$ cat src/subset_exec_defines.vh
`ifndef SUBSET_EXEC_DEFINES_VH
`define SUBSET_EXEC_DEFINES_VH

// Widths
`define DATA_W         8
`define PC_W           10
`define CP_ADDR_W      4
`define CP_DEPTH       16
`define STACK_PTR_W    3

// Decoded operation codes on i_op
`define OP_NOP         4'h0
`define OP_OR_LIT      4'h1
`define OP_LOAD_LIT    4'h2
`define OP_RD_CP       4'h3
`define OP_WR_CP       4'h4
`define OP_LONG_CALL   4'h5
`define OP_LONG_JUMP   4'h6
`define OP_INC_SKIP    4'h7

// Reset values
`define RST_WORK       8'h00
`define RST_PC         10'h000
`define RST_SP         3'h0

// Cycle counts
`define CYC_FLUSH      1

`endif

$ cat src/control_page.v
`timescale 1ns/1ps

// Sixteen-entry control-register page, written by one port, read combinationally
module control_page (
    input  wire       i_clk,
    input  wire       i_rst_n,
    input  wire       i_we,
    input  wire [3:0] i_addr,
    input  wire [7:0] i_wdata,
    output wire [7:0] o_rdata
);

    reg [7:0] page_ff [0:15];    // Register storage

    // Clear on reset, store on write
    genvar g;
    generate
        for (g = 0; g < 16; g = g + 1) begin : g_ent
            always @(posedge i_clk) begin
                if (!i_rst_n) begin
                    page_ff[g] <= 8'h00;
                end else if (i_we && (i_addr == g)) begin
                    page_ff[g] <= i_wdata;
                end
            end
        end
    endgenerate

    assign o_rdata = page_ff[i_addr];    // Selected entry

endmodule // control_page

$ cat src/mcu_instruction_subset_exec.v
`timescale 1ns/1ps
`include "subset_exec_defines.vh"

module mcu_instruction_subset_exec (
    input  wire       i_clk,
    input  wire       i_rst_n,
    input  wire       i_valid,        // Instruction present this cycle
    input  wire [3:0] i_op,           // Decoded operation
    input  wire [9:0] i_imm,          // Literal, page index or target
    input  wire [7:0] i_inc_result,   // Increment result from the data path
    output wire       o_busy,         // Flush cycle in progress
    output reg  [9:0] o_pc,           // Program counter
    output reg  [7:0] o_working,      // Working register
    output reg        o_zero,         // Zero flag
    output reg  [2:0] o_stack_ptr,    // Return stack pointer
    output reg        o_push,         // Push strobe, one cycle
    output reg  [9:0] o_push_addr,    // Pushed return address
    output reg        o_cp_we,        // Page write strobe, one cycle
    output reg  [3:0] o_cp_addr,      // Page write index
    output reg  [7:0] o_cp_wdata,     // Page write data
    output reg        o_skipped       // Pulses when an instruction was discarded
);

    // Timing in brief: an instruction is taken at the rising edge where
    // i_valid is high and the block is not busy; its results appear in the
    // registered outputs right after that edge. A call, a long jump or a
    // skipping increment adds one flush cycle, during which whatever sits
    // on i_op is the instruction fetched behind it and is ignored.

    // Two-state sequencer
    localparam ST_RUN   = 1'b0;    // Executing fetched instructions
    localparam ST_FLUSH = 1'b1;    // Discarding fetched instruction

    // Sequencer state
    reg        state_ff;           // Current state
    reg        nxt_state;          // State for the next cycle

    // Next values of the registered outputs
    reg [9:0]  nxt_pc;             // Program counter
    reg [7:0]  nxt_working;        // Working register
    reg        nxt_zero;           // Zero flag
    reg [2:0]  nxt_sp;             // Return stack pointer
    reg        nxt_push;           // Push strobe
    reg [9:0]  nxt_push_addr;      // Return address to push
    reg        nxt_cp_we;          // Page write request
    reg        nxt_skipped;        // Discard pulse

    // Data path helpers
    reg [7:0]  or_val;             // OR result
    wire [7:0] cp_rdata;           // Page read data
    wire [9:0] pc_plus1;           // Sequential address

    // True for the two long transfers of control; both leave the program
    // counter parked on their target through the flush cycle
    function is_branch_op;
        input [3:0] op;            // Decoded operation
        begin
            is_branch_op = (op == `OP_LONG_CALL) || (op == `OP_LONG_JUMP);
        end
    endfunction

    // Address of the following instruction; wraps from the top of memory
    assign pc_plus1 = o_pc + 10'h001;
    // Busy for exactly the flush cycle
    assign o_busy   = (state_ff == ST_FLUSH);

    // Control page storage. It is written at the edge that takes the write,
    // so a read in the very next cycle already sees the new value
    control_page u_page (
        .i_clk   (i_clk),
        .i_rst_n (i_rst_n),
        .i_we    (nxt_cp_we),
        .i_addr  (i_imm[3:0]),
        .i_wdata (o_working),
        .o_rdata (cp_rdata)
    );

    // Next-state and execute logic
    always @* begin
        // Hold everything by default; strobes drop back to zero
        nxt_state     = ST_RUN;
        nxt_pc        = o_pc;
        nxt_working   = o_working;
        nxt_zero      = o_zero;
        nxt_sp        = o_stack_ptr;
        nxt_push      = 1'b0;
        nxt_push_addr = o_push_addr;
        nxt_cp_we     = 1'b0;
        nxt_skipped   = 1'b0;
        // OR formed every cycle; only the OR case uses it
        or_val        = o_working | i_imm[7:0];

        case (state_ff)
            ST_FLUSH: begin
                // Fetched instruction discarded, no-op here
                nxt_skipped = 1'b1;
                // A jump's target is held instead, in the register stage
                nxt_pc      = pc_plus1;
            end
            ST_RUN: begin
                // Only a valid instruction moves the program counter
                if (i_valid) begin
                    nxt_pc = pc_plus1;
                    case (i_op)
                        // Working OR literal, zero flag from the result
                        `OP_OR_LIT: begin
                            nxt_working = or_val;
                            nxt_zero    = (or_val == 8'h00);
                        end

                        // Literal straight into working, flags untouched
                        `OP_LOAD_LIT: begin
                            nxt_working = i_imm[7:0];
                        end

                        // Page data is combinational, done in one cycle
                        `OP_RD_CP: begin
                            nxt_working = cp_rdata;
                        end

                        // Page latches working at this edge
                        `OP_WR_CP: begin
                            nxt_cp_we = 1'b1;
                        end

                        // Return address goes out with the push strobe;
                        // the pointer wraps after eight nested calls
                        `OP_LONG_CALL: begin
                            nxt_push      = 1'b1;
                            nxt_push_addr = pc_plus1;
                            nxt_sp        = o_stack_ptr + 3'h1;
                            nxt_pc        = i_imm;
                            nxt_state     = ST_FLUSH;
                        end

                        // No push and no flag change, only the counter
                        `OP_LONG_JUMP: begin
                            nxt_pc    = i_imm;
                            nxt_state = ST_FLUSH;
                        end

                        `OP_INC_SKIP: begin
                            // Zero result discards the next fetch
                            // A nonzero result runs on with no extra cycle
                            if (i_inc_result == 8'h00) begin
                                nxt_state = ST_FLUSH;
                            end
                        end

                        // No-op and codes outside this subset
                        default: begin
                            nxt_pc = pc_plus1;                   // No-op and others
                        end
                    endcase
                end
            end
            // Unused state code falls back to running
            default: begin
                nxt_state = ST_RUN;
            end
        endcase
    end

    // Flush after a jump lands on the target, no extra advance. A skip
    // flush instead steps over the discarded instruction, so it advances
    wire flush_is_jump;            // Current flush belongs to a call or jump
    reg  jump_ff;                  // Flush came from a jump
    assign flush_is_jump = jump_ff;

    // State registers; the synchronous reset clears every output, and the
    // page clears itself on the same reset
    always @(posedge i_clk) begin
        if (!i_rst_n) begin
            // Idle, counter at the reset vector, no strobes
            state_ff    <= ST_RUN;
            jump_ff     <= 1'b0;
            o_pc        <= `RST_PC;
            o_working   <= `RST_WORK;
            o_zero      <= 1'b0;
            o_stack_ptr <= `RST_SP;
            o_push      <= 1'b0;
            o_push_addr <= `RST_PC;
            o_cp_we     <= 1'b0;
            o_cp_addr   <= 4'h0;
            o_cp_wdata  <= 8'h00;
            o_skipped   <= 1'b0;
        end else begin
            state_ff    <= nxt_state;
            // Remember whether the coming flush belongs to a call or jump
            jump_ff     <= (state_ff == ST_RUN) && i_valid && is_branch_op(i_op);
            // Jump target already holds the fetch address, so flush keeps it
            o_pc        <= (state_ff == ST_FLUSH && flush_is_jump) ? o_pc : nxt_pc;

            // Data path registers
            o_working   <= nxt_working;
            o_zero      <= nxt_zero;
            o_stack_ptr <= nxt_sp;

            // One-cycle strobes and the pushed return address
            o_push      <= nxt_push;
            o_push_addr <= nxt_push_addr;
            o_cp_we     <= nxt_cp_we;

            // Record of the last page write, held between writes
            o_cp_addr   <= nxt_cp_we ? i_imm[3:0] : o_cp_addr;
            o_cp_wdata  <= nxt_cp_we ? o_working : o_cp_wdata;
            o_skipped   <= nxt_skipped;
        end
    end

endmodule // mcu_instruction_subset_exec

$ cat config.mk
export PLATFORM = sky130hd
export DESIGN_NAME = mcu_instruction_subset_exec
export DESIGN_NICKNAME = d
export VERILOG_FILES = /design/src/control_page.v /design/src/mcu_instruction_subset_exec.v
export VERILOG_INCLUDE_DIRS = /design/src /design/src/src
export SDC_FILE = /design/constraint.sdc
export NUM_CORES = 1
export LEC_CHECK = 0
export BUFFER_PORTS_ARGS = -buffer_cell sky130_fd_sc_hd__buf_2
export CORE_MARGIN = 2
export CORE_UTILIZATION = 40
export CTS_CLUSTER_DIAMETER = 30
export DETAILED_ROUTE_END_ITERATION = 10
export PLACE_DENSITY = 0.62
export SYNTH_ARGS = -nofsm -noshare
export SYNTH_HDL_FRONTEND = slang
export SYNTH_SLANG_ARGS = --single-unit
$ cat constraint.sdc
create_clock -name i_clk -period 2.6 [get_ports i_clk]
set_clock_uncertainty 0.1 [all_clocks]
set_input_delay 0.13 -clock i_clk [delete_from_list [all_inputs] [get_ports i_clk]]
set_output_delay 0.13 -clock i_clk [all_outputs]
set_load 0.005 [all_outputs]
==> summary.md <==
| Metric | Value |
|---|---|
| CTS sink cnt | 177 |
| Ant. Diodes | 0 |
| Largest area contributor in the netlist | edfxtp_1 |
| Post-Synth Adder-Cell Area | 0.00299 |
| Fin. max-slew vios | 0 |
| Total Routing Usage GR | 0.203 |
| Setup-failing EPs final | 0 |
| CTS Hold Bufs | 5 |
| Worst-skew pair later-pin latency | 0.43 ns |
| Fmax | 471 MHz |
| CP top delay family | simple AND/OR/NAND/NOR gates |
| Multi-input logic area | 3260 sq um |
| Max cap viols | 0 |
| Ports | 73 |
| Crit Path Max Fanout | 12 |
| Warnings, synthesis | 0 |
| Asr flop ratio synth | 0 |
| Hold WS | 0.0301 ns |
| CP peak stage delay | 0.37 ns |
| Die width | 149 um |
| Slew @ Worst Pin | 0.906 ns |
| First-pass GRT wire length | 33.9 mm |
| Share of cells above drive strength 1 | 0.224 |
| Die span in y | 149 um |
| Initial Util | 0.411 |
| CTS Buf Count | 17 |
| Avg Inst Size Synth | 11.8 sq um |
| Most frequent cell after synthesis | edfxtp_1 |
| Status | complete, no violations |
| Worst slew margin | 0.395 |
| Critical path, cell by cell | and4bb_1 -> buf_4 -> nand3_2 -> o21ai_0 -> buf_4 |
| Site Rows | 52 |
| Post-synthesis instance total | 711 |
| R2R Setup Slk | 0.48 ns |
| RSZ-0062 raised after global routing | false |
| Met2 usage | 0.345 |
| Layout area overhead | 15.9% |
| CP most frequent cell | buf_4 |
| Clk pin slew, worst setup/hold paths | 0.07 ns |
| Worst Setup Path Type | reg2reg |
| CTS tree | yes |
| Drt via density | 5.52 |
| Final period util | 0.816 |
| Worst hold-check path type | in2reg |
| Clock Tree Root | clkbuf_16 |
| Synth Area in Compound Gates | 0.0981 |
| Initial antenna violation count | 0 |
| Synth cell types | 61 |
| H-Tree Depth | 4 |
| Largest net degree at the start of global routing | 33 |
| Clock Tree Buf Depth | 2 |
| Syn_nets | 738 |
| Grt total ovfl | 0 |
| Leakage | 0.00363 uW |
| Detailed Place HPWL | 16.1 mm |
| Number of global-route vias before repair | 6,020 |
| TritonRoute pass-1 iters | 5 |
| Setup ws final | 0.479 ns |
| Core area | 20,400 sq um |
| Mux share of post-synthesis cell area | 0.0810 |
| Post-synthesis simple-gate area fraction | 0.198 |
| Post-cts resize count | 0 |
| Dominant synthesized flop cell | edfxtp_1 |
| Crit path buffers/inverters | 2 |
| Yosys top cell area share | 0.459 |
| Vias | 5,954 |
| Routed Antenna Nets | 0 |
| Post-Syn Area | 8380 sq um |
| Final Routed Wirelength | 21.9 mm |
| Maximum VDD drop | 0.000490 V |
| Startpoint types | flip-flop |
| Register area share after synthesis | 0.576 |
| GR Util met1 | 0.260 |
| WL/cell | 20.3 um |
| Worst EP arrival | 2.16 ns |
| Die area | 22,100 sq um |
| Crit end category | flip-flop |
| Main combinational cell family by area after synthesis | simple AND/OR/NAND/NOR gates |
| Filler Cells Inserted | 1,830 |
| Place WS | 0.533 ns |
| Pwr Density | 619 nW/um^2 |
| Post-CTS Setup Repair Bufs | 0 |
| PortBufs | 72 |
| Initial DRC Count | 486 |
| Minimum clock period | 2.12 ns |
| Setup TNS | 0 ns |
| M3 GR Usage | 0.0463 |
| Post-synthesis xor/xnor area fraction | 0.00926 |
| Register Area | 4820 sq um |
| Post-synth top cells | 128 x edfxtp_1, 118 x and2_1, 59 x nand2_1 |
| Global route hottest layer | met2 |
| Routability congestion estimate | 0.864 |
| Critical Path RT | 2.64 ns |
| Final hold vios | 0 |
| CP max stage cell | dfxtp_1 |
| DRC errors left | 0 |
| EDFF count, synth | 128 |
| Final nets | 822 |
| Top cells by area, synth | edfxtp_1 46%, dfxtp_1 12%, and2_1 8.8% |
| Flops & latches, synth | 177 |
==> cell families (layout without fill, tap and decap cells) <==
| group | count (synthesis) | count (layout) |
|---|---|---|
| XOR/XNOR | 8 | 8 |
| AND/OR/NAND/NOR | 287 | 287 |
| flip-flops | 177 | 177 |
| multiplexers | 49 | 49 |
| adder cells (fa/ha/maj) | 2 | 2 |
| buffers and inverters | 57 | 154 |
| AO/OA/AOI/OAI | 131 | 131 |
==> worst reg2reg max path: cells and delay by family, from the launching register on <==
family | cells | cell delay, ns
AOI/OAI and AO/OA | 1 | 0.28
buffers and inverters | 2 | 0.39
DFF | 1 | 0.37
and+or+nand+nor | 2 | 0.67
==> metal layers <==
| layer | up-vias | wire length (um) |
|---|---|---|
| li1 | 2762 | - |
| met1 | 2978 | 9250 |
| met2 | 183 | 11000 |
| met3 | 31 | 1220 |
| met4 | 0 | 411 |
| met5 | - | 0 |
==> state kept, by name, indices dropped and copies added, names as in the netlist, 3 cells and up <==
name and cells:
o_cp_addr 4, o_cp_wdata 8, o_pc 10, o_push_addr 10, o_stack_ptr 3, o_working 8, u_page.page_ff 128
==> metrics by stage <==
stage          std cells   util  power, uW  instance area [sq um]
2_1_floorplan        711      -       3480                   8380
3_3_place_gp        1041  0.447       3660                   9110
3_5_place_dp        1041  0.447       3680                   9110
4_1_cts             1078  0.477       6040                   9710
5_1_grt             1078  0.477       6190                   9710
6_report            1078  0.477       6010                   9710
==> path summary, 6_finish.rpt <==
path,start,endpoint,cells past startpoint
worst max register to register,o_busy,u_page.page_ff[2][2],5
worst min-delay path,i_imm[6],o_pc[6],3
worst max-delay path,o_busy,u_page.page_ff[2][2],5
worst min register to register,o_push_addr[1],o_push_addr[1],2
==> placed cells by master (no fill, tap or decap), types with 5 or more instances in the layout <==
master,count
a211oi_1,9
a21oi_1,31
a22oi_1,16
a31oi_1,8
and2_1,118
and3_1,5
buf_2,72
buf_4,37
clkbuf_16,17
clkinv_4,5
dfxtp_1,49
dlygate4sd3_1,5
edfxtp_1,128
inv_1,7
mux2i_1,34
mux4_2,15
nand2_1,59
nand2b_1,6
nand3_1,15
nor2_1,23
nor2_4,12
nor3_1,18
nor4_1,6
o21ai_0,35
o22ai_1,6
==> report_power, final <==
group          total (uW)  leakage, uW  internal, uW  switching [uW]
sequential           3170      0.00172          3100            64.5
combinational         459      0.00165           176             283
clock                2380     0.000265          1260            1120
==> final cells by class <==
class,count,area share
multi-input cells,477,0.336
repair buffers,115,0.0729
inverters,7,0.00271
clock inverters,14,0.0113
clock buffers,18,0.0452
well taps,270,0.0348
flip-flops and latches,177,0.497
Note: power is estimated with default switching activity, not from simulation.
